`src/brk_defines.svh`:
```
// named constants for the breaker command control block
// assumes: included by bare name, timing, limit and register numbers live here
`ifndef BRK_DEFINES_SVH
`define BRK_DEFINES_SVH

// clock and millisecond tick
`define CLK_PERIOD_NS   40
`define TICK_PERIOD_NS  1000000
`define TICK_CYCLES     (`TICK_PERIOD_NS / `CLK_PERIOD_NS)

// fixed times in ms
`define MIN_PULSE_MS    16'h0064
`define OPER_PULSE_MS   16'h0096

// limit defaults in ms
`define PULSE_DEF       16'h012C
`define MAXOP_DEF       16'h00C8
`define INTER_DEF       16'h0064
`define SYNCW_DEF       16'h03E8
`define SWW_DEF         16'h0000
`define SELH_DEF        16'h1388

// limit table index
`define LIM_PULSE       0
`define LIM_MAXOP       1
`define LIM_INTER       2
`define LIM_SYNCW       3
`define LIM_SWW         4
`define LIM_SELH        5
`define LIM_COUNT       6

// register byte offsets
`define REG_CTRL        8'h00
`define REG_CMD         8'h04
`define REG_STATUS      8'h08
`define REG_OPCNT       8'h0C
`define REG_LIM_BASE    8'h10
`define REG_LIM_LAST    8'h24

// control fields
`define CTRL_SCHEME_HI  1
`define CTRL_SCHEME_LO  0
`define CTRL_FORCED     2
`define CTRL_TMR_CLR    3
`define CTRL_CNT_CLR    4

// command fields
`define CMD_OPEN        0
`define CMD_CLOSE       1
`define CMD_REMOTE      2
`define CMD_SELECT      3
`define CMD_SKIP_CHK    4

// status fields
`define ST_POS_HI       1
`define ST_POS_LO       0
`define ST_BUSY         2
`define ST_SW_START     3
`define ST_SELECTED     4
`define ST_INV_POS      8
`define ST_REJECT       9
`define ST_UNINTENDED   10

`endif

```
`src/brk_pkg.sv`:
```
// types shared by the breaker command control block
// assumes: compiled before every other file of the block
package brk_pkg;

   // filtered breaker position
   typedef enum logic [1:0] {
      POS_INTER = 2'h0,
      POS_OFF   = 2'h1,
      POS_ON    = 2'h2,
      POS_BAD   = 2'h3
   } pos_status_type;

   // control scheme selection
   typedef enum logic [1:0] {
      DIRECT_NORMAL = 2'h0,
      DIRECT_ENH    = 2'h1,
      SBO_ENH       = 2'h2
   } scheme_type;

   // command sequencer, one-hot
   typedef enum logic [5:0] {
      ST_IDLE      = 6'h01,
      ST_SELECTED  = 6'h02,
      ST_SYNC_WAIT = 6'h04,
      ST_SW_WAIT   = 6'h08,
      ST_PULSE     = 6'h10,
      ST_SUPERVISE = 6'h20
   } state_type;

endpackage

```
`src/brk_time_if.sv`:
```
// tick and position signals between the block's own modules
// assumes: one instance inside the top module
`timescale 1ns/10ps
interface brk_time_if;
   import brk_pkg::*;
   logic           tick;        // one-cycle ms tick
   logic           tmr_clr;     // synchronous timer clear
   logic [15:0]    inter_limit; // intermediate wait in ms
   pos_status_type pos_status;  // filtered position
   logic           moved;       // pulse on a new valid position

   modport gen (output tick, input tmr_clr);
   modport sup (input tick, tmr_clr, inter_limit, output pos_status, moved);
   modport ctl (input tick, pos_status, moved, output tmr_clr, inter_limit);
endinterface

```
`src/breaker_command_control.sv`:
```
// command control for one circuit breaker, APB register access
// assumes: pins asynchronous to pclk, APB master on pclk
//
// What this block does
// (RQ1) local requests only with local permit
// (RQ2) remote requests only with remote permit
// (RQ3) open pulse only with open interlock ok
// (RQ4) close pulse only with close interlock ok
// (RQ5) process block refuses commands, stops pulses
// (RQ6) close needs sync ok, tie true otherwise
// (RQ7) three control schemes, direct normal default
// (RQ8) forced check overrides request skip attribute
// (RQ9) enhanced: position must change within limit
// (RQ10) command pulse of settable length
// (RQ11) pulse ends early on success, not below minimum
// (RQ12) intermediate status reported after settable wait
// (RQ13) close without sync waits, then switch procedure
// (RQ14) switch wait expiry returns idle, no switching
// (RQ15) zero switch wait never raises switch start
// (RQ16) select expires unless operate follows in time
// (RQ17) outside command only masks unintended operation
// (RQ18) breaker gives separate opened and closed contacts
// (RQ19) 150 ms operation pulse, counted per start
// (RQ20) flag position change without any command
// (RQ21) four-valued position status from two contacts
// (RQ22) timers run on ms tick, clear synchronously
// (RQ23) one command at a time, others rejected
`timescale 1ns/10ps
`include "brk_defines.svh"
module breaker_command_control #(
   parameter int TICK_CYCLES = `TICK_CYCLES
) (
   input  wire logic                  pclk,
   input  wire logic                  presetn,
   input  wire logic [7:0]            paddr,
   input  wire logic                  psel,
   input  wire logic                  penable,
   input  wire logic                  pwrite,
   input  wire logic [31:0]           pwdata,
   output logic      [31:0]           prdata,
   output wire logic                  pready,
   output wire logic                  pslverr,
   input  wire logic                  local_permit,
   input  wire logic                  remote_permit,
   input  wire logic                  sync_ok,
   input  wire logic                  open_interlock_ok,
   input  wire logic                  close_interlock_ok,
   input  wire logic                  process_block,
   input  wire logic                  outside_command_seen,
   input  wire logic                  pos_opened_in,
   input  wire logic                  pos_closed_in,
   output logic                       open_pulse_out,
   output logic                       close_pulse_out,
   output logic                       sync_switch_start,
   output logic                       oper_pulse,
   output logic                       unintended_operation,
   output logic                       invalid_pos_err,
   output brk_pkg::pos_status_type    pos_status
);
   import brk_pkg::*;

   brk_time_if t ();

   ms_tick_gen #(.TICK_CYCLES(TICK_CYCLES)) u_tick (
      .pclk    (pclk),
      .presetn (presetn),
      .t       (t.gen)
   );

   pos_supervisor u_pos (
      .pclk          (pclk),
      .presetn       (presetn),
      .pos_opened_in (pos_opened_in),
      .pos_closed_in (pos_closed_in),
      .p             (t.sup)
   );

   // pin synchronisers, one per input bit
   wire [6:0] pin_raw = {outside_command_seen, process_block, close_interlock_ok,
                         open_interlock_ok, sync_ok, remote_permit, local_permit};
   logic [6:0] sync_a;  // first stage, read only by sync_b
   logic [6:0] sync_b;  // usable copies
   generate
      for (genvar i = 0; i < 7; i++) begin : g_sync
         always_ff @(posedge pclk or negedge presetn) begin
            if (!presetn) begin
               sync_a[i] <= 1'b0;
               sync_b[i] <= 1'b0;
            end else begin
               sync_a[i] <= pin_raw[i];
               sync_b[i] <= sync_a[i];
            end
         end
      end
   endgenerate
   wire loc_ok  = sync_b[0];
   wire rem_ok  = sync_b[1];
   wire syn_ok  = sync_b[2];
   wire ena_off = sync_b[3];
   wire ena_on  = sync_b[4];
   wire blk     = sync_b[5];
   wire ext_sw  = sync_b[6];

   // registers
   scheme_type  scheme;                  // control scheme
   logic        forced_chk;              // checks cannot be skipped
   logic [15:0] limit [`LIM_COUNT];      // ms limits
   logic [15:0] op_count;                // operation counter
   logic        err_inv;                 // sticky invalid position
   logic        err_rej;                 // sticky rejected request
   logic        err_self;                // sticky unintended operation
   state_type   state;                   // sequencer state
   logic [15:0] elapsed;                 // ms in current step
   logic        dir_close;               // command direction
   logic        chk_r;                   // checks applied to command
   logic [15:0] oper_ms;                 // operation pulse timer

   // apb decode
   wire wr      = psel && penable && pwrite;
   wire ctrl_wr = wr && (paddr == `REG_CTRL);
   wire cmd_wr  = wr && (paddr == `REG_CMD);
   wire stat_wr = wr && (paddr == `REG_STATUS);
   wire lim_hit = (paddr >= `REG_LIM_BASE) && (paddr <= `REG_LIM_LAST) && (paddr[1:0] == 2'h0);
   wire [2:0] lim_idx = 3'((paddr - `REG_LIM_BASE) >> 2);
   wire addr_ok = lim_hit || paddr == `REG_CTRL || paddr == `REG_CMD
                  || paddr == `REG_STATUS || paddr == `REG_OPCNT;
   assign pready  = 1'b1;
   assign pslverr = psel && penable && !addr_ok;

   wire [15:0] pulse_len = limit[`LIM_PULSE];
   wire [15:0] max_op    = limit[`LIM_MAXOP];
   wire [15:0] sync_lim  = limit[`LIM_SYNCW];
   wire [15:0] sw_lim    = limit[`LIM_SWW];
   wire [15:0] sel_lim   = limit[`LIM_SELH];
   assign t.inter_limit  = limit[`LIM_INTER];
   assign t.tmr_clr      = ctrl_wr && pwdata[`CTRL_TMR_CLR];
   assign pos_status     = t.pos_status;

   // request evaluation
   wire rq_open   = pwdata[`CMD_OPEN];
   wire rq_close  = pwdata[`CMD_CLOSE];
   wire rq_sel    = pwdata[`CMD_SELECT];
   wire rq_any    = cmd_wr && (rq_open || rq_close);
   wire permit    = pwdata[`CMD_REMOTE] ? rem_ok : loc_ok;           // RQ1 RQ2
   wire check     = forced_chk || !pwdata[`CMD_SKIP_CHK];            // RQ8
   wire idle_like = (state == ST_IDLE) || (state == ST_SELECTED);    // RQ23
   wire sbo       = (scheme == SBO_ENH);
   wire enh       = (scheme != DIRECT_NORMAL);
   wire lock_ok   = rq_open ? (!check || ena_off) : (!check || ena_on); // RQ3 RQ4
   wire base_ok   = rq_any && idle_like && permit && !blk && (rq_open ^ rq_close) && lock_ok;
   wire sel_go    = base_ok && sbo && rq_sel && state == ST_IDLE;   // RQ16
   wire oper_ok   = sbo ? (state == ST_SELECTED && !rq_sel && rq_close == dir_close)
                        : (state == ST_IDLE && !rq_sel);
   wire go        = base_ok && oper_ok;
   wire rejected  = rq_any && !go && !sel_go;                        // RQ5 RQ23
   wire need_sync = rq_close && check && !syn_ok;                    // RQ6
   wire success   = dir_close ? (t.pos_status == POS_ON) : (t.pos_status == POS_OFF);
   wire pulse_end = (elapsed >= pulse_len) || (success && elapsed >= `MIN_PULSE_MS);
   wire op_late   = enh && !success && (elapsed >= max_op);          // RQ9
   wire cmd_act   = (state == ST_PULSE) || (state == ST_SUPERVISE);

   // next state
   state_type next_state;
   always_comb begin
      next_state = state;
      case (state)
         ST_IDLE: begin
            if (sel_go)
               next_state = ST_SELECTED;
            else if (go)
               next_state = need_sync ? ST_SYNC_WAIT : ST_PULSE;    // RQ13
         end
         ST_SELECTED: begin
            if (go)
               next_state = need_sync ? ST_SYNC_WAIT : ST_PULSE;
            else if (blk || elapsed >= sel_lim)
               next_state = ST_IDLE;                                 // RQ16
         end
         ST_SYNC_WAIT: begin
            if (blk)
               next_state = ST_IDLE;
            else if (syn_ok)
               next_state = ST_PULSE;
            else if (elapsed >= sync_lim)
               next_state = (sw_lim == 16'h0000) ? ST_IDLE : ST_SW_WAIT; // RQ13 RQ15
         end
         ST_SW_WAIT: begin
            if (blk || elapsed >= sw_lim)
               next_state = ST_IDLE;                                 // RQ14
            else if (syn_ok)
               next_state = ST_PULSE;
         end
         ST_PULSE: begin
            if (blk)
               next_state = ST_IDLE;                                 // RQ5
            else if (pulse_end)
               next_state = (enh && !success && !op_late) ? ST_SUPERVISE : ST_IDLE; // RQ11
         end
         ST_SUPERVISE: begin
            if (success || op_late)
               next_state = ST_IDLE;                                 // RQ9
         end
         default: next_state = ST_IDLE;
      endcase
   end

   wire leave_late = op_late && ((state == ST_SUPERVISE)
                     || (state == ST_PULSE && pulse_end && !blk));
   wire keep_time  = (state == ST_PULSE) && (next_state == ST_SUPERVISE);
   wire next_open  = (next_state == ST_PULSE) && !dir_close && !blk
                     && (!chk_r || ena_off);                         // RQ3 RQ5
   wire next_close = (next_state == ST_PULSE) && dir_close && !blk
                     && (!chk_r || ena_on);                          // RQ4 RQ5

   // sequencer state and step timer
   always_ff @(posedge pclk or negedge presetn) begin
      if (!presetn) begin
         state   <= ST_IDLE;
         elapsed <= 16'h0000;
      end else if (t.tmr_clr) begin
         state   <= ST_IDLE;     // RQ22
         elapsed <= 16'h0000;
      end else begin
         state <= next_state;
         if (next_state != state && !keep_time)
            elapsed <= 16'h0000;
         else if (t.tick && elapsed != 16'hFFFF)
            elapsed <= elapsed + 16'h0001; // RQ22
      end
   end

   // command capture
   always_ff @(posedge pclk or negedge presetn) begin
      if (!presetn) begin
         dir_close <= 1'b0;
         chk_r     <= 1'b1;
      end else if (go || sel_go) begin
         dir_close <= rq_close;
         chk_r     <= check;     // RQ8
      end
   end

   // breaker outputs
   always_ff @(posedge pclk or negedge presetn) begin
      if (!presetn) begin
         open_pulse_out    <= 1'b0;
         close_pulse_out   <= 1'b0;
         sync_switch_start <= 1'b0;
      end else begin
         open_pulse_out    <= next_open;  // RQ10
         close_pulse_out   <= next_close; // RQ10
         sync_switch_start <= (next_state == ST_SW_WAIT) && (sw_lim != 16'h0000); // RQ15
      end
   end

   // operation pulse and counter
   always_ff @(posedge pclk or negedge presetn) begin
      if (!presetn) begin
         oper_pulse <= 1'b0;
         oper_ms    <= 16'h0000;
         op_count   <= 16'h0000;
      end else begin
         if (t.moved) begin
            oper_pulse <= 1'b1;  // RQ19
            oper_ms    <= 16'h0000;
         end else if (t.tmr_clr || (oper_pulse && oper_ms >= `OPER_PULSE_MS)) begin
            oper_pulse <= 1'b0;
            oper_ms    <= 16'h0000;
         end else if (oper_pulse && t.tick)
            oper_ms <= oper_ms + 16'h0001;
         if (t.moved)
            op_count <= (ctrl_wr && pwdata[`CTRL_CNT_CLR]) ? 16'h0001 : op_count + 16'h0001; // RQ19
         else if (ctrl_wr && pwdata[`CTRL_CNT_CLR])
            op_count <= 16'h0000;
      end
   end

   // software settings
   always_ff @(posedge pclk or negedge presetn) begin
      if (!presetn) begin
         scheme     <= DIRECT_NORMAL;  // RQ7
         forced_chk <= 1'b1;           // RQ8
      end else if (ctrl_wr) begin
         scheme     <= scheme_type'(pwdata[`CTRL_SCHEME_HI:`CTRL_SCHEME_LO]); // RQ7
         forced_chk <= pwdata[`CTRL_FORCED];
      end
   end

   // limit table, one word per entry
   localparam logic [15:0] LIM_DEF [`LIM_COUNT] = '{`PULSE_DEF, `MAXOP_DEF,
      `INTER_DEF, `SYNCW_DEF, `SWW_DEF, `SELH_DEF};
   generate
      for (genvar i = 0; i < `LIM_COUNT; i++) begin : g_lim
         always_ff @(posedge pclk or negedge presetn) begin
            if (!presetn)
               limit[i] <= LIM_DEF[i];
            else if (wr && lim_hit && lim_idx == 3'(i))
               limit[i] <= pwdata[15:0];
         end
      end
   endgenerate

   // sticky flags, set wins over write-one-to-clear
   wire self_set = t.moved && !cmd_act && !ext_sw; // RQ17 RQ20
   always_ff @(posedge pclk or negedge presetn) begin
      if (!presetn) begin
         err_inv  <= 1'b0;
         err_rej  <= 1'b0;
         err_self <= 1'b0;
      end else begin
         err_inv  <= leave_late || (err_inv && !(stat_wr && pwdata[`ST_INV_POS])); // RQ9
         err_rej  <= rejected || (err_rej && !(stat_wr && pwdata[`ST_REJECT]));    // RQ23
         err_self <= self_set || (err_self && !(stat_wr && pwdata[`ST_UNINTENDED])); // RQ20
      end
   end
   assign unintended_operation = err_self;
   assign invalid_pos_err      = err_inv;

   // read data, latched in the setup cycle
   wire [31:0] stat_word = {21'h0, err_self, err_rej, err_inv, 3'h0,
                            state == ST_SELECTED, sync_switch_start, !idle_like,
                            t.pos_status};
   wire [31:0] rd_data =
      (paddr == `REG_CTRL)   ? {27'h0, 2'h0, forced_chk, scheme} :
      (paddr == `REG_STATUS) ? stat_word :
      (paddr == `REG_OPCNT)  ? {16'h0, op_count} :
      lim_hit                ? {16'h0, limit[lim_idx]} : 32'h0000_0000;
   always_ff @(posedge pclk or negedge presetn) begin
      if (!presetn)
         prdata <= 32'h0000_0000;
      else if (psel && !penable)
         prdata <= rd_data;
   end
endmodule

```
`src/ms_tick_gen.sv`:
```
// millisecond tick enable from the system clock
// assumes: pclk at the period set in the defines header
`timescale 1ns/10ps
`include "brk_defines.svh"
module ms_tick_gen #(
   parameter int TICK_CYCLES = `TICK_CYCLES
) (
   input  wire logic pclk,
   input  wire logic presetn,
   brk_time_if.gen   t
);
   import brk_pkg::*;

   logic [15:0] div;  // cycle divider
   wire         wrap = (div == 16'(TICK_CYCLES - 1));

   // free divider, cleared by the timer clear (RQ22)
   always_ff @(posedge pclk or negedge presetn) begin
      if (!presetn) begin
         div    <= 16'h0000;
         t.tick <= 1'b0;
      end else if (t.tmr_clr) begin
         div    <= 16'h0000; // RQ22
         t.tick <= 1'b0;
      end else begin
         div    <= wrap ? 16'h0000 : div + 16'h0001;
         t.tick <= wrap;
      end
   end
endmodule

```
`src/pos_supervisor.sv`:
```
// position input synchroniser, filter and four-valued status
// assumes: two separate contacts, opened and closed, from the breaker
`timescale 1ns/10ps
`include "brk_defines.svh"
module pos_supervisor (
   input  wire logic pclk,
   input  wire logic presetn,
   input  wire logic pos_opened_in,
   input  wire logic pos_closed_in,
   brk_time_if.sup   p
);
   import brk_pkg::*;

   logic [1:0]     sync_a;     // first stage, read only by sync_b
   logic [1:0]     sync_b;     // {closed, opened} in pclk domain
   logic [1:0]     raw_prev;   // last sampled raw pair
   logic [15:0]    hold;       // ms spent in a non-valid pair
   pos_status_type last_valid; // last reported valid position

   // raw status from the two contacts (RQ18)
   wire pos_status_type raw = pos_status_type'(sync_b); // RQ21
   wire raw_valid = (raw == POS_OFF) || (raw == POS_ON);
   wire hold_done = (hold >= p.inter_limit);
   wire pos_status_type next_filt = (raw_valid || hold_done) ? raw : p.pos_status;
   wire next_valid = (next_filt == POS_OFF) || (next_filt == POS_ON);

   // two-stage synchroniser
   always_ff @(posedge pclk or negedge presetn) begin
      if (!presetn) begin
         sync_a <= 2'h0;
         sync_b <= 2'h0;
      end else begin
         sync_a <= {pos_closed_in, pos_opened_in};
         sync_b <= sync_a;
      end
   end

   // intermediate / bad hold timer (RQ12)
   always_ff @(posedge pclk or negedge presetn) begin
      if (!presetn) begin
         hold     <= 16'h0000;
         raw_prev <= 2'h0;
      end else begin
         raw_prev <= sync_b;
         if (p.tmr_clr || raw_valid || sync_b != raw_prev)
            hold <= 16'h0000; // RQ22
         else if (p.tick && !hold_done)
            hold <= hold + 16'h0001; // RQ12
      end
   end

   // filtered status and movement pulse
   always_ff @(posedge pclk or negedge presetn) begin
      if (!presetn) begin
         p.pos_status <= POS_INTER;
         last_valid   <= POS_INTER;
         p.moved      <= 1'b0;
      end else begin
         p.pos_status <= next_filt; // RQ21
         if (next_valid)
            last_valid <= next_filt;
         p.moved <= next_valid && (last_valid != POS_INTER) && (next_filt != last_valid);
      end
   end
endmodule

```
`config.mk`:
```
export PLATFORM = sky130hd
export DESIGN_NAME = breaker_command_control
export DESIGN_NICKNAME = d
export VERILOG_FILES = /design/src/brk_pkg.sv /design/src/brk_time_if.sv /design/src/breaker_command_control.sv /design/src/ms_tick_gen.sv /design/src/pos_supervisor.sv
export VERILOG_INCLUDE_DIRS = /design/src
export SDC_FILE = /design/constraint.sdc
export NUM_CORES = 1
export LEC_CHECK = 0
export BUFFER_PORTS_ARGS = -buffer_cell sky130_fd_sc_hd__buf_2
export CAP_MARGIN = 10
export CORE_MARGIN = 8
export CORE_UTILIZATION = 45
export DETAILED_ROUTE_END_ITERATION = 8
export PLACE_DENSITY = 0.67
export SYNTH_ARGS = -nofsm -noshare
export SYNTH_HDL_FRONTEND = slang
export SYNTH_SLANG_ARGS = --single-unit
export TNS_END_PERCENT = 5
```
`constraint.sdc`:
```
create_clock -name pclk -period 6.45 [get_ports pclk]
set_input_delay 1.6125 -clock pclk [delete_from_list [all_inputs] [get_ports pclk]]
set_output_delay 1.6125 -clock pclk [all_outputs]
set_load 0.02 [all_outputs]
```
* Word level (Yosys, flattened, before mapping)
Index checks and enable logic that the tools add are counted.
Storage, ports and cells: memories kept 0, bits in latches 0, word-level logic and storage cells 264, output and inout port bits 42, flip-flop bits (word level) 252, ROM bits 0, bits in writable memories 0
Operators by class: add/subtract/negate cells 6, reductions and logical operators 125, shift-type cells 0, equal/unequal tests 30, div/mod/pow operators 0, order comparisons 11, $mul 0, multiplexer cells 45, bitwise logic cells 2
Operator list (number):
- 16-bit 2-to-1 mux | 19
- 16-bit >= comparator | 6
- 6-bit 2-to-1 mux | 14
- 16-bit by 1-bit adder with 16-bit output, second input constant | 5
- 1-bit logical AND | 65
- 16-bit binary-select mux with 3-bit select | 1
- 6-bit case mux with 6 select lines | 1
- 1-bit logical OR | 27
- 1-bit zero test | 21
- 16-bit by 15-bit equality test with 1-bit output, second input constant | 1
- 8-bit by 4-bit equality test with 1-bit output, second input constant | 2
- 16-bit by 7-bit >= comparator with 1-bit output, second input constant | 1
- 16-bit by 8-bit >= comparator with 1-bit output, second input constant | 1
- 16-bit zero test | 1
- 16-bit inequality test, second input constant | 1
- 16-bit nonzero test | 1
- 6-bit by 4-bit equality test with 1-bit output, second input constant | 2
- 6-bit by 5-bit equality test with 1-bit output, second input constant | 2
- 6-bit equality test, second input constant | 2
- 2-bit nonzero test | 5
- 2-bit equality test, second input constant | 4
- 8-bit by 3-bit equality test with 1-bit output, second input constant | 1
- 8-bit by 5-bit >= comparator with 1-bit output, second input constant | 1
- 8-bit by 6-bit <= comparator with 1-bit output, second input constant | 1
- other kinds (22) | 34

* Longest topological paths before layout
word-level depth 20, depth in mapped cells 12, depth with buffers taken out 10

* Hierarchy
A second synthesis with hierarchy kept.
Second synthesis, totals: cells, all modules 1425, area total of the unflattened synthesis 13724.4 um2
By module, submodules not included:
- breaker_command_control | cells each 1161, area each 11213.3 um2, sequential area each 4834.6 um2, instances 1
- pos_supervisor | cells each 182, area each 1694.1 um2, sequential area each 675.6 um2, instances 1
- ms_tick_gen | cells each 82, area each 817.0 um2, sequential area each 425.4 um2, instances 1

* Least setup slack after synthesis
No wires, ideal clock.
path type input to output, from input port paddr[3], to output port pslverr, path slack 1.866 ns, data arrival time 2.971 ns, cell stages on the path 6, required time 4.838 ns, cells stage by stage buf_2 > nor2_1 > mux2_2 > nand2_1 > clkbuf_1 > and4_1
Between the ends: word-level cells in the longest chain between the ends 9
RTL lines:
- start: declaration | line breaker_command_control.sv:35 | input wire logic [7:0] paddr,
- 8-bit by 5-bit >= comparator with 1-bit output (no line) or 8-bit by 6-bit <= comparator with 1-bit output (tied branches)
- 1-bit logical AND (2 in series) | line breaker_command_control.sv:123 | wire lim_hit = (paddr >= `REG_LIM_BASE) && (paddr <= `REG_LIM_LAST) && (paddr[1:0] == 2'h0);
- 1-bit logical OR (no line) (3 in series)
- 1-bit logical OR (no line) (*)
- 1-bit zero test (*) | line breaker_command_control.sv:128 | assign pslverr = psel && penable && !addr_ok;
- 1-bit logical AND (*) | line breaker_command_control.sv:128
- end: declaration | line breaker_command_control.sv:42 | output wire logic pslverr,
Every way passes the cells marked *; elsewhere a longest branch is shown, timed or not.

* Worst setup path after layout
from input port paddr[4], to output port pslverr
Same word-level chain as after synthesis.

==> impl_metrics.yaml <==
outcome:
  status: "complete, no violations"
timing:
  tns_ps: 0
  max_freq_mhz: 194.8
  rsz0062_at_grt: "false"
  slew_violations: 0
  finalCritPeriodShare: 0.7960
  post-route-min-period_ps: 5134
  clock_skew_ps: 10.88
  worstMarginPinSlew_ps: 1095
  finalHoldViolations: 0
  whs_ps: 349.1
  max-slew-margin-rel: 0.2693
  fin_ws_ps: 1316
  setup_viol: 0
floorplan:
  num_io_pins: 96
  initial_core_util: 0.4540
  coreArea_um2: 30350
  core.rowCount: 64
  die-width_um: 191.0
  die_y_um: 191.0
  dieArea_um2: 36480
clock_network:
  cts-root-buf: "clkbuf_16"
  cts-htree-levels: 1
  cts_sinks: 236
  clk_pin_slew_ps: 60
  cts_buffer_depth: 3
  clk_latency_ps: 540
  cts_tree: "built"
  holdBufCountCts: 0
  cts_buffers: 27
  post-cts-setup-buffer-count: 0
  cts_resized: 0
detailed_routing:
  via_count: 10784
  vias_per_cell: 5.667
  post_drt_wl_per_cell_um: 18.73
  ant_nets: 0
  route.detailed.drc: 0
  drt_iter0_drc: 918
  firstDrtPassIters: 5
  routed_wl_um: 35640
synthesis:
  ys_ff_latch: 236
  yosys_warnings: 0
  yosys.area.top_type: "dfrtp_1"
  synth.area.top_cells: "dfrtp_1, ha_1, nand2_1, dfstp_2, o21ai_0"
  yosysTopAreaCellShare: 0.3850
  yosys.area_share.simple: 0.1752
  avgSynthCellArea_um2: 9.589
  synth.most_common_cell: "dfrtp_1"
  synth-xor-area-share: 0.03877
  synth_compound_area_frac: 0.1431
  netlist_area_um2: 13780
  ys_seq_area_frac: 0.4308
  ys_types: 81
  muxShareOfSynthArea: 0.06175
  synth_fa_ha_area_frac: 0.09516
  synth_ff_type: "dfrtp_1"
  synth_top_family_by_area: "simple AND/OR/NAND/NOR gates"
  synth_edf_count: 0
  async_flop_share: 1.000
  ys_top_cells_by_count: "dfrtp_1, nand2_1, o21ai_0"
  syn_inst: 1437
critical_path:
  rrSetupSlack_ps: 2250
  r2r-start: "elapsed[0]"
  cp.required_ps: 4840
  worst_path_max_delay_cell: "nand2_1"
  worstSetupPathType: "input pin to output port"
  cp-start-kind: "input pin"
  cp_common_cell: "buf_2"
  critPathMaxStageDelay_ps: 460
  crit_family: "simple AND/OR/NAND/NOR gates"
  cp.arrival_ps: 3520
  crit_fanout: 23
  worst-path-buf-inv: 3
  cp-startpoint: "paddr[4]"
  crit_path_end_kind: "output port"
  crit_chain: "buf_2 > nor2_1 > buf_4 > mux2_2 > nand2_1 > and4_1 > buf_2"
pwr:
  p_leak_nw: 7.276
  finalPower_mw: 3.701
  vdd_ir_drop_max_mv: 0.2017
  powerDensity_nw_per_um2: 241.1
flow_run:
  drv_cap: 0
layout:
  drive_above_1_share: 0.1495
  area_growth_pct: 11.40
  finalNetCount: 1642
global_routing:
  grt_pass1_wl_um: 57990
  gr-usage-all-layers: 0.1968
  grt_pass1_vias: 10684
  grt_max_degree: 146
  antenna_found_initial: 2
  grt_overflow_total: 0
hold_path:
  hp-class: "register to register"
  hold_start: "sync_a[3]"
place:
  dpl_worst_slack_ps: 1326
  dp_hpwl_um: 26660
  gp_congestion: 0.8891
  io_buffers: 62
==> where the power goes <==
| part | internal (mW) | switching, mW | leakage (nW) |
|---|---|---|---|
| Clock | 0.940 | 0.626 | 0.453 |
| Combinational | 0.165 | 0.276 | 3.98 |
| Sequential | 1.58 | 0.115 | 2.85 |
| Total | 2.68 | 1.02 | 7.28 |
==> cell type report <==
type | count | area, um^2
timing repair buffer | 72 | 407.9
antenna | 2 | 5.005
tap | 396 | 495.5
inverter | 111 | 416.7
clock buffer | 37 | 793.3
multi-input combinational | 1036 | 7166
clock inverter | 13 | 130.1
sequential | 236 | 5936
fill | 2809 | 15000
==> sequential cells by signal (all words and copies together) (netlist names), 2 cells and up <==
name,flops
sw_lim,16
max_op,16
pulse_len,16
u_pos.p.pos_status,2
elapsed,16
u_tick.div,16
u_pos.last_valid,2
op_count,16
state,6
prdata,16
u_pos.raw,2
sel_lim,16
u_pos.sync_a,2
sync_a,7
oper_ms,16
u_pos.raw_prev,2
t.inter_limit,16
sync_lim,16
u_pos.hold,16
scheme,2
==> cell families (layout without fill, tap and decap cells) <==
family,Yosys count,after routing
AND/OR/NAND/NOR,487,487
AO/OA/AOI/OAI,306,306
flip-flops,236,236
buffers and inverters,180,233
adder cells (fa/ha/maj),105,105
XOR/XNOR,61,61
multiplexers,60,60
other,2,19
==> worst paths after layout <==
check,endpoint,depth (start not counted)
setup / recovery,pslverr,7
hold / removal,ena_off,0
min in group asynchronous,sel_lim[13],1
max in group asynchronous,u_pos.hold[13],2
setup reg to reg,elapsed[4],10
hold reg to reg,ena_off,0
==> through the flow <==
step	cell area (um^2)	util	instances
3_3_place_gp	14420	0.4752	1851
6_report	15350	0.5058	1903
4_1_cts	15340	0.5056	1901
3_5_place_dp	14420	0.4752	1851
2_1_floorplan	13840	-	1452
5_1_grt	15340	0.5056	1901
==> placed cells by master, fill, tap and decap left out, types with 21 or more instances in the layout <==
cell type  count
ha_1         104
mux2_2        39
buf_2         61
inv_1        109
dfrtp_1      212
nand2_1      171
nand4_1       28
nand3_1       44
nor2_1       108
dfstp_2       24
xnor2_1       21
xor2_1        40
o21ai_0      118
a21oi_1       50
clkbuf_16     27
==> metal layers <==
layer / global-route usage / share of wire
met5: 0 / 0.00036
met4: 0.06384 / 0.033
met3: 0.02937 / 0.055
met2: 0.3159 / 0.47
met1: 0.2696 / 0.45
Note: power is estimated with default switching activity, not from simulation.
